--- config.mk ---
export PLATFORM = sky130hd
export DESIGN_NAME = input_capture_arm_sequencer
export DESIGN_NICKNAME = d
export VERILOG_FILES = /design/src/capture_pkg.sv /design/src/input_capture_arm_sequencer.sv
export SDC_FILE = /design/constraint.sdc
export NUM_CORES = 1
export LEC_CHECK = 0
export BUFFER_PORTS_ARGS = -buffer_cell sky130_fd_sc_hd__buf_4
export CAP_MARGIN = 20
export CELL_PAD_IN_SITES_DETAIL_PLACEMENT = 2
export CELL_PAD_IN_SITES_GLOBAL_PLACEMENT = 2
export CORE_UTILIZATION = 33
export DETAILED_ROUTE_END_ITERATION = 16
export GPL_TIMING_DRIVEN = 1
export PLACE_DENSITY = 0.85
export SETUP_SLACK_MARGIN = 0.4
export SYNTH_ARGS = -nofsm -noshare
export SYNTH_HDL_FRONTEND = slang
export SYNTH_SLANG_ARGS = --single-unit
--- constraint.sdc ---
create_clock -name pclk -period 3.9 [get_ports pclk]
set_input_delay 0.78 -clock pclk [delete_from_list [all_inputs] [get_ports pclk]]
set_output_delay 0.78 -clock pclk [all_outputs]
set_load 0.005 [all_outputs]
--- src/capture_pkg.sv ---
// register map, field positions and encodings for the input capture block
package capture_pkg;
  // register indices as printed; byte address is four times the index
  localparam logic [7:0] compare_a_index = 8'hAB;
  localparam logic [7:0] control_b_index = 8'hAC;
  localparam logic [7:0] control_a_index = 8'hAA;
  localparam logic [7:0] status_index = 8'hAD;
  localparam logic [7:0] fifo_b_index = 8'hAE;
  // capture A control fields
  localparam int arm_bit = 0;
  localparam int single_pass_bit = 1;
  localparam int edge0_lsb = 2;
  localparam int edge1_lsb = 4;
  localparam int source_bit = 6;
  // capture B control fields
  localparam int b1_words_lsb = 13;
  localparam int b0_words_lsb = 10;
  localparam int watermark_lsb = 8;
  // reset values
  localparam logic [15:0] control_a_reset = 16'h0000;
  localparam logic [15:0] control_b_reset = 16'h0000;
  localparam logic [7:0] compare_reset = 8'h00;
  // edge select encodings
  localparam logic [1:0] edge_off = 2'h0;
  localparam logic [1:0] edge_fall = 2'h1;
  localparam logic [1:0] edge_rise = 2'h2;
  localparam logic [1:0] edge_any = 2'h3;
  typedef enum logic [1:0] {
    seq_idle = 2'b00,
    seq_circuit0 = 2'b01,
    seq_circuit1 = 2'b10
  } seq_state_t;
endpackage : capture_pkg

--- src/input_capture_arm_sequencer.sv ---
// input A capture arming sequencer with edge counter and capture B counts
//
// Functional notes
// - free run, both enabled: circuit 0 first, then 1
// - free run: circuit 1 captures, re-arm circuit 0
// - free run single circuit: captures repeat forever
// - single pass, both: circuit 0 first, then 1
// - single pass: after circuit 1, clear arm
// - single pass single circuit: one capture, clear arm
// - writing arm bit 1 starts capture
// - clearing arm stops capture at once
// - hardware clears arm only in single pass
// - armed capture follows per-circuit edge selects
// - compare upper byte reads edge count, read-only
// - compare lower byte is writable compare value
// - capture B1 word count field read-only
// - capture B0 word count field read-only
// - two-bit shared capture B watermark field
// - B flag only when words exceed watermark
// - source select uses edge counter compare output
// - edge codes: off, falling, rising, any
`timescale 1ns/1ns
module input_capture_arm_sequencer #(
  parameter int count_width = 8
) (
  // clock and reset
  input wire logic pclk,
  input wire logic presetn,
  // apb slave
  input wire logic psel,
  input wire logic penable,
  input wire logic pwrite,
  input wire logic [11:0] paddr,
  input wire logic [31:0] pwdata,
  output logic [31:0] prdata,
  output logic pready,
  output logic pslverr,
  // capture pins, asynchronous
  input wire logic capture_input_a,
  input wire logic capture_input_b,
  // capture events
  output logic capture0_event,
  output logic capture1_event,
  output logic armed0,
  output logic armed1,
  output logic edge_compare_match,
  output logic capture_b0_flag,
  output logic capture_b1_flag
);
  localparam logic [11:0] addr_ctrl_a =
    {2'h0, capture_pkg::control_a_index, 2'h0};
  localparam logic [11:0] addr_cmp_a =
    {2'h0, capture_pkg::compare_a_index, 2'h0};
  localparam logic [11:0] addr_ctrl_b =
    {2'h0, capture_pkg::control_b_index, 2'h0};
  localparam logic [11:0] addr_status =
    {2'h0, capture_pkg::status_index, 2'h0};
  localparam logic [11:0] addr_fifo_b =
    {2'h0, capture_pkg::fifo_b_index, 2'h0};

  logic [15:0] capture_a_control;
  logic [count_width-1:0] input_a_edge_compare;
  logic [count_width-1:0] input_a_edge_count;
  logic [1:0] capture_b_watermark;
  logic capture_b0_full;
  logic capture_b1_full;
  logic b_toggle;
  logic [2:0] sync_a;
  logic [2:0] sync_b;
  logic seen_match;
  capture_pkg::seq_state_t state;
  capture_pkg::seq_state_t next_state;
  logic [31:0] read_word;

  wire logic access = psel && penable;
  wire logic wr = access && pwrite;
  wire logic rd_access = access && !pwrite;
  wire logic capture_arm_a = capture_a_control[capture_pkg::arm_bit];
  wire logic single_pass_select_a =
    capture_a_control[capture_pkg::single_pass_bit];
  wire logic [1:0] edge_select_a_circuit0 =
    capture_a_control[capture_pkg::edge0_lsb +: 2];
  wire logic [1:0] edge_select_a_circuit1 =
    capture_a_control[capture_pkg::edge1_lsb +: 2];
  wire logic source_counter = capture_a_control[capture_pkg::source_bit];
  wire logic en0 = edge_select_a_circuit0 != capture_pkg::edge_off;
  wire logic en1 = edge_select_a_circuit1 != capture_pkg::edge_off;

  // two flip-flop synchronisers; third stage is the edge history
  always_ff @(posedge pclk or negedge presetn) begin
    if (!presetn) begin
      sync_a <= 3'h0;
      sync_b <= 3'h0;
    end else begin
      sync_a <= {sync_a[1:0], capture_input_a};
      sync_b <= {sync_b[1:0], capture_input_b};
    end
  end

  wire logic rise_a = sync_a[1] && !sync_a[2];
  wire logic fall_a = !sync_a[1] && sync_a[2];
  wire logic match_now = input_a_edge_count == input_a_edge_compare;

  // edge counter runs only with counter source; held at zero otherwise
  always_ff @(posedge pclk or negedge presetn) begin
    if (!presetn) begin
      input_a_edge_count <= '0;
    end else if (!source_counter) begin
      input_a_edge_count <= '0;
    end else if (rise_a || fall_a) begin
      input_a_edge_count <= input_a_edge_count + 1'b1;
    end
  end

  // counter output edge: a new compare match, one pulse per arrival
  always_ff @(posedge pclk or negedge presetn) begin
    if (!presetn) begin
      seen_match <= 1'b0;
    end else begin
      seen_match <= source_counter && match_now;
    end
  end

  wire logic counter_edge = source_counter && match_now && !seen_match;

  function automatic logic edge_hit(input logic [1:0] sel);
    logic hit;
    hit = 1'b0;
    unique case (sel)
      capture_pkg::edge_off: hit = 1'b0;
      capture_pkg::edge_fall: hit = fall_a;
      capture_pkg::edge_rise: hit = rise_a;
      capture_pkg::edge_any: hit = rise_a || fall_a;
    endcase
    return hit;
  endfunction : edge_hit

  // with counter source the selects only enable the circuits
  wire logic hit0 = source_counter ? (en0 && counter_edge) :
                    edge_hit(edge_select_a_circuit0);
  wire logic hit1 = source_counter ? (en1 && counter_edge) :
                    edge_hit(edge_select_a_circuit1);
  wire logic cap0 = capture_arm_a &&
    state == capture_pkg::seq_circuit0 && hit0;
  wire logic cap1 = capture_arm_a &&
    state == capture_pkg::seq_circuit1 && hit1;
  wire logic single_done = single_pass_select_a &&
    ((cap0 && !en1) || cap1);

  always_comb begin
    next_state = state;
    unique case (state)
      capture_pkg::seq_idle: begin
        if (capture_arm_a) begin
          next_state = en0 ? capture_pkg::seq_circuit0
                     : en1 ? capture_pkg::seq_circuit1
                     : capture_pkg::seq_idle;
        end
      end
      capture_pkg::seq_circuit0: begin
        if (cap0) begin
          if (single_done) begin
            next_state = capture_pkg::seq_idle;
          end else if (en1) begin
            next_state = capture_pkg::seq_circuit1;
          end
        end else if (!en0) begin
          next_state = capture_pkg::seq_idle;
        end
      end
      capture_pkg::seq_circuit1: begin
        if (cap1) begin
          if (single_done) begin
            next_state = capture_pkg::seq_idle;
          end else if (en0) begin
            next_state = capture_pkg::seq_circuit0;
          end
        end else if (!en1) begin
          next_state = capture_pkg::seq_idle;
        end
      end
      default: next_state = capture_pkg::seq_idle;
    endcase
    if (!capture_arm_a) begin
      next_state = capture_pkg::seq_idle;
    end
  end

  always_ff @(posedge pclk or negedge presetn) begin
    if (!presetn) begin
      state <= capture_pkg::seq_idle;
    end else begin
      state <= next_state;
    end
  end

  // control A: software write wins, hardware self-clears arm
  always_ff @(posedge pclk or negedge presetn) begin
    if (!presetn) begin
      capture_a_control <= capture_pkg::control_a_reset;
    end else if (wr && paddr == addr_ctrl_a) begin
      capture_a_control <= {9'h000, pwdata[6:0]};
    end else if (single_done) begin
      capture_a_control[capture_pkg::arm_bit] <= 1'b0;
    end
  end

  always_ff @(posedge pclk or negedge presetn) begin
    if (!presetn) begin
      input_a_edge_compare <= capture_pkg::compare_reset;
    end else if (wr && paddr == addr_cmp_a) begin
      input_a_edge_compare <= pwdata[count_width-1:0];
    end
  end

  always_ff @(posedge pclk or negedge presetn) begin
    if (!presetn) begin
      capture_b_watermark <= capture_pkg::control_b_reset[9:8];
    end else if (wr && paddr == addr_ctrl_b) begin
      capture_b_watermark <= pwdata[capture_pkg::watermark_lsb +: 2];
    end
  end

  // one-entry B fifos: any B edge fills alternately, a read drains the entries it reported
  wire logic b_edge = sync_b[1] != sync_b[2];
  wire logic b_drain = rd_access && paddr == addr_fifo_b;
  always_ff @(posedge pclk or negedge presetn) begin
    if (!presetn) begin
      capture_b0_full <= 1'b0;
      capture_b1_full <= 1'b0;
      b_toggle <= 1'b0;
    end else begin
      // a fill in the drain cycle wins so no capture is lost
      // a drain clears only entries that the latched read reported
      capture_b0_full <= (b_edge && !b_toggle) ||
                         (capture_b0_full && !(b_drain && prdata[0]));
      capture_b1_full <= (b_edge && b_toggle) ||
                         (capture_b1_full && !(b_drain && prdata[1]));
      if (b_edge) begin
        b_toggle <= !b_toggle;
      end
    end
  end

  wire logic [2:0] capture_b0_fifo_words = {2'h0, capture_b0_full};
  wire logic [2:0] capture_b1_fifo_words = {2'h0, capture_b1_full};

  always_comb begin
    read_word = 32'h0000_0000;
    unique case (paddr)
      addr_ctrl_a: read_word = {16'h0000, capture_a_control};
      addr_cmp_a: read_word = {16'h0000, input_a_edge_count,
                               input_a_edge_compare};
      addr_ctrl_b: read_word = {16'h0000, capture_b1_fifo_words,
                                capture_b0_fifo_words,
                                capture_b_watermark, 8'h00};
      addr_status: read_word = {26'h0000000, capture_b1_flag,
                                capture_b0_flag, edge_compare_match,
                                armed1, armed0, capture_arm_a};
      addr_fifo_b: read_word = {30'h00000000, capture_b1_full,
                                capture_b0_full};
      default: read_word = 32'h0000_0000;
    endcase
  end

  // read data latched in setup so it stands through the access phase
  always_ff @(posedge pclk or negedge presetn) begin
    if (!presetn) begin
      prdata <= 32'h0000_0000;
    end else if (psel && !penable) begin
      prdata <= read_word;
    end
  end

  assign pready = 1'b1;
  assign pslverr = access && paddr != addr_ctrl_a && paddr != addr_cmp_a &&
    paddr != addr_ctrl_b && paddr != addr_status && paddr != addr_fifo_b;

  always_ff @(posedge pclk or negedge presetn) begin
    if (!presetn) begin
      capture0_event <= 1'b0;
      capture1_event <= 1'b0;
      edge_compare_match <= 1'b0;
    end else begin
      capture0_event <= cap0;
      capture1_event <= cap1;
      edge_compare_match <= source_counter && match_now;
    end
  end

  // flags follow the counts; one-word fifos need no sticky bit
  always_ff @(posedge pclk or negedge presetn) begin
    if (!presetn) begin
      capture_b0_flag <= 1'b0;
      capture_b1_flag <= 1'b0;
    end else begin
      capture_b0_flag <= capture_b0_fifo_words >
                         {1'b0, capture_b_watermark};
      capture_b1_flag <= capture_b1_fifo_words >
                         {1'b0, capture_b_watermark};
    end
  end

  assign armed0 = state == capture_pkg::seq_circuit0;
  assign armed1 = state == capture_pkg::seq_circuit1;
endmodule : input_capture_arm_sequencer

==> results.md <==
- Status: finished, violations left
- Failing checks: DRC
- Hold-fix buffer count after cts: 0
- Number of antenna violations at the first check in global routing: 0
- Post-Route WL: about 9.0 mm
- Routed via count: approximately 2400
- Reg2reg end: state[1]
- Via density: 5.22
- Routed met3 length: between 300 and 400 um
- Die X: around 98 um
- Area Overhead vs Synth: 19.5%
- CP Max Fanout: 11
- CTS tree: done
- Power per cell area: 399 mW/mm^2
- Final setup viols: 0
- Fin crit share: 70.4%
- Unrepaired setup endpoints after global routing: no
- Fin crit period: 2.75 ns
- Clock latency at the later pin of the worst-skew pair: 0.34 ns
- Hold Path Sink: sync_a[1]
- Area of the multi-input gates: 0.00144 sq mm
- TritonCTS Buffers: 9
- Pre-antenna DRT Iters: 10
- Clock Skew: 0.00685 ns
- Antenna cells: 0
- Routability congestion estimate: 0.817
- EDFF count, synth: 0
- Leak: 1.77 nW
- # port buffers: 52
- Relative slew margins: between 30 and 40%
- Peak supply drop: between 0.1 and 0.15 mV
- Final #Nets: 410
- Yosys cell types: 47
- FP Rows: 34
- Gr usage total: about a fifth
- Max cap viols: 0
- Post-DRT Antenna Nets: 0
- Avg Cell Area, Syn: 10.0 sq um
- Initial Util: ~34%
- Cells on worst reg2reg path: 7
- Post-synthesis sequential area ratio: 47.2%
- DR iter-0 viols: 81
- CP Capture Type: primary output
- CTS max path bufs: 2
- Hpwl dp: about 6.5 mm
- Post-synthesis cell area: 0.00302 sq mm
- Critical path class: primary input to primary output
- Synthesis warning total: 0
- Post-CTS Setup Inserts: 0
- First-pass GRT wire length: 14.8 mm
- R2R setup slack: about 1.7 ns
- Htree depth: 3
- Most frequent cells in the layout: 57 x dfrtp_1, 52 x buf_4, 39 x nand2_1
- WHS Path Cells: 0
- # clock sinks: between 50 and 60
- Asr flop ratio synth: 100%
- Filler Cell Count: 979
- Gr ovfl total: 0
- Slew Viols, Final: 0
- Met1 wire length: between 3 and 4 mm
- Synth Instances: 301
- I/O pin total: 92
- Share of cells above drive strength 1: between 20% and 30%
- Hold Crit Start: sync_a[0]
- Largest net degree at the start of global routing: between 50 and 60
- Hold Vio Cnt, Final: 0
- Reg-to-reg startpoint: sync_a[1]
- Final routed DRC violation total: 12
- Max Freq: between 0.3 and 0.4 GHz
- Reg area: 0.00143 sq mm
- WP data arrival: 1.97 ns
- WP data required: between 3 and 4 ns
- Final TNS setup: 0 ns
- Met2 wire len: 4.66 mm
- Wire per inst: a little under 20 um
- Vias in the first global route: 2724
- Most common cell after layout, fill and taps aside: dfrtp_1
- Cells after DPL: 451
- Critical Path Source Type: primary input
- Final std cells w/o fill: 466
- Crit path from: paddr[6]
- Core Box Area: about 0.0088 sq mm
- Die Y-Extent: 97.7 um
- Hold crit path type: register to register
- Min Hold Slack: about 0.36 ns
- Clock transition at path regs: 0.07 ns
- Resized Gates After CTS: 0
- Full die area: roughly 0.0095 sq mm
- DR top layer: met4
- Yosys reg bits: 57
- Root Buffer: clkbuf_8
- Post-synth top flop: dfrtp_1
- Least-Margin Pin Slew: 0.923 ns
[state kept, by name, indices dropped and copies added (netlist names)]
name and flops:
sync_b 3, prdata 16, input_a_edge_compare 8, edge_compare_match 1, capture1_event 1, capture_b1_flag 1
sync_a 3, capture_b0_flag 1, b_toggle 1, capture_b0_full 1, capture_a_control 7, capture_b1_full 1
input_a_edge_count 8, capture0_event 1, state 2, capture_b_watermark 2
[area by class of cell]
type                       instances  area share (%)
timing repair buffer              52            10.8
sequential                        57            39.5
clock buffer                      12            4.57
tap                              108            3.74
inverter                          10            1.04
multi-input combinational        224            39.9
clock inverter                     3           0.416
[cell usage after synthesis (all sizes together) (2+ instances only)]
library cell,n,area share [%]
a31oi,3,0.62
o211ai,3,0.74
buf,20,5.1
or2,4,0.83
a22oi,5,1.2
nand2,39,4.8
mux2,14,6.2
a21oi,8,1.3
mux2i,8,2.6
nor3,12,2.0
conb,2,0.25
clkbuf,5,0.62
inv,10,1.2
o31ai,2,0.50
o2bb2ai,2,0.58
o21ai,19,3.1
nor2b,6,1.3
nor2,22,2.7
xnor2,4,1.2
and3,2,0.41
nand2b,6,1.2
nor4,5,1.7
or4,2,0.50
or3,2,0.41
xor2,13,3.8
nand3,10,1.8
ha,5,2.1
dfrtp,57,47
[worst max-delay path: stages]
cell	delay, ns
buf_4	0.11
nor3b_1	0.36
nand3_2	0.30
nor2_1	0.23
nor2_1	0.06
buf_4	0.13
[worst max path at each step]
stage	end
4_1_cts	pslverr
6_report	pslverr
2_1_floorplan	pslverr
3_5_place_dp	input_a_edge_compare[2]
5_1_grt	pslverr
3_3_place_gp	capture_a_control[5]
[routing by layer]
layer,up-vias,track usage [%]
met5,-,0
met1,1249,24.8
met3,16,3.74
li1,1111,-
met2,55,35.5
met4,0,8.04
[cells by family after synthesis]
| family | count (synthesis) | share of synthesized area, % |
|---|---|---|
| and+or+nand+nor | 115 | 19.9 |
| buffers and inverters | 35 | 6.99 |
| xor gates and xnor gates | 17 | 4.93 |
| AOI/OAI and AO/OA | 48 | 9.85 |
| muxes | 22 | 8.86 |
| DFF | 57 | 47.2 |
| adders and majority gates | 5 | 2.07 |
| other | 2 | 0.248 |
[through the flow]
stage | util, % | worst slack, ns | power [mW] | instance area (sq um)
CTS | 41.0 | 1.12 | 1.45 | 3610
global placement | 39.0 | 1.17 | 0.914 | 3430
finish | 41.0 | 1.15 | 1.44 | 3610
detailed placement | 39.0 | 1.06 | 0.933 | 3430
floorplan | - | 1.58 | 0.846 | 3080
global route | 41.0 | 0.985 | 1.51 | 3610
[power by group]
group          total (mW)  internal (mW)  switching (mW)  leakage [nW]
registers           0.711          0.635          0.0758         0.737
logic               0.217         0.0945           0.123         0.931
clock network       0.513          0.276           0.238        0.0980
(Power assumes the default switching activity.)
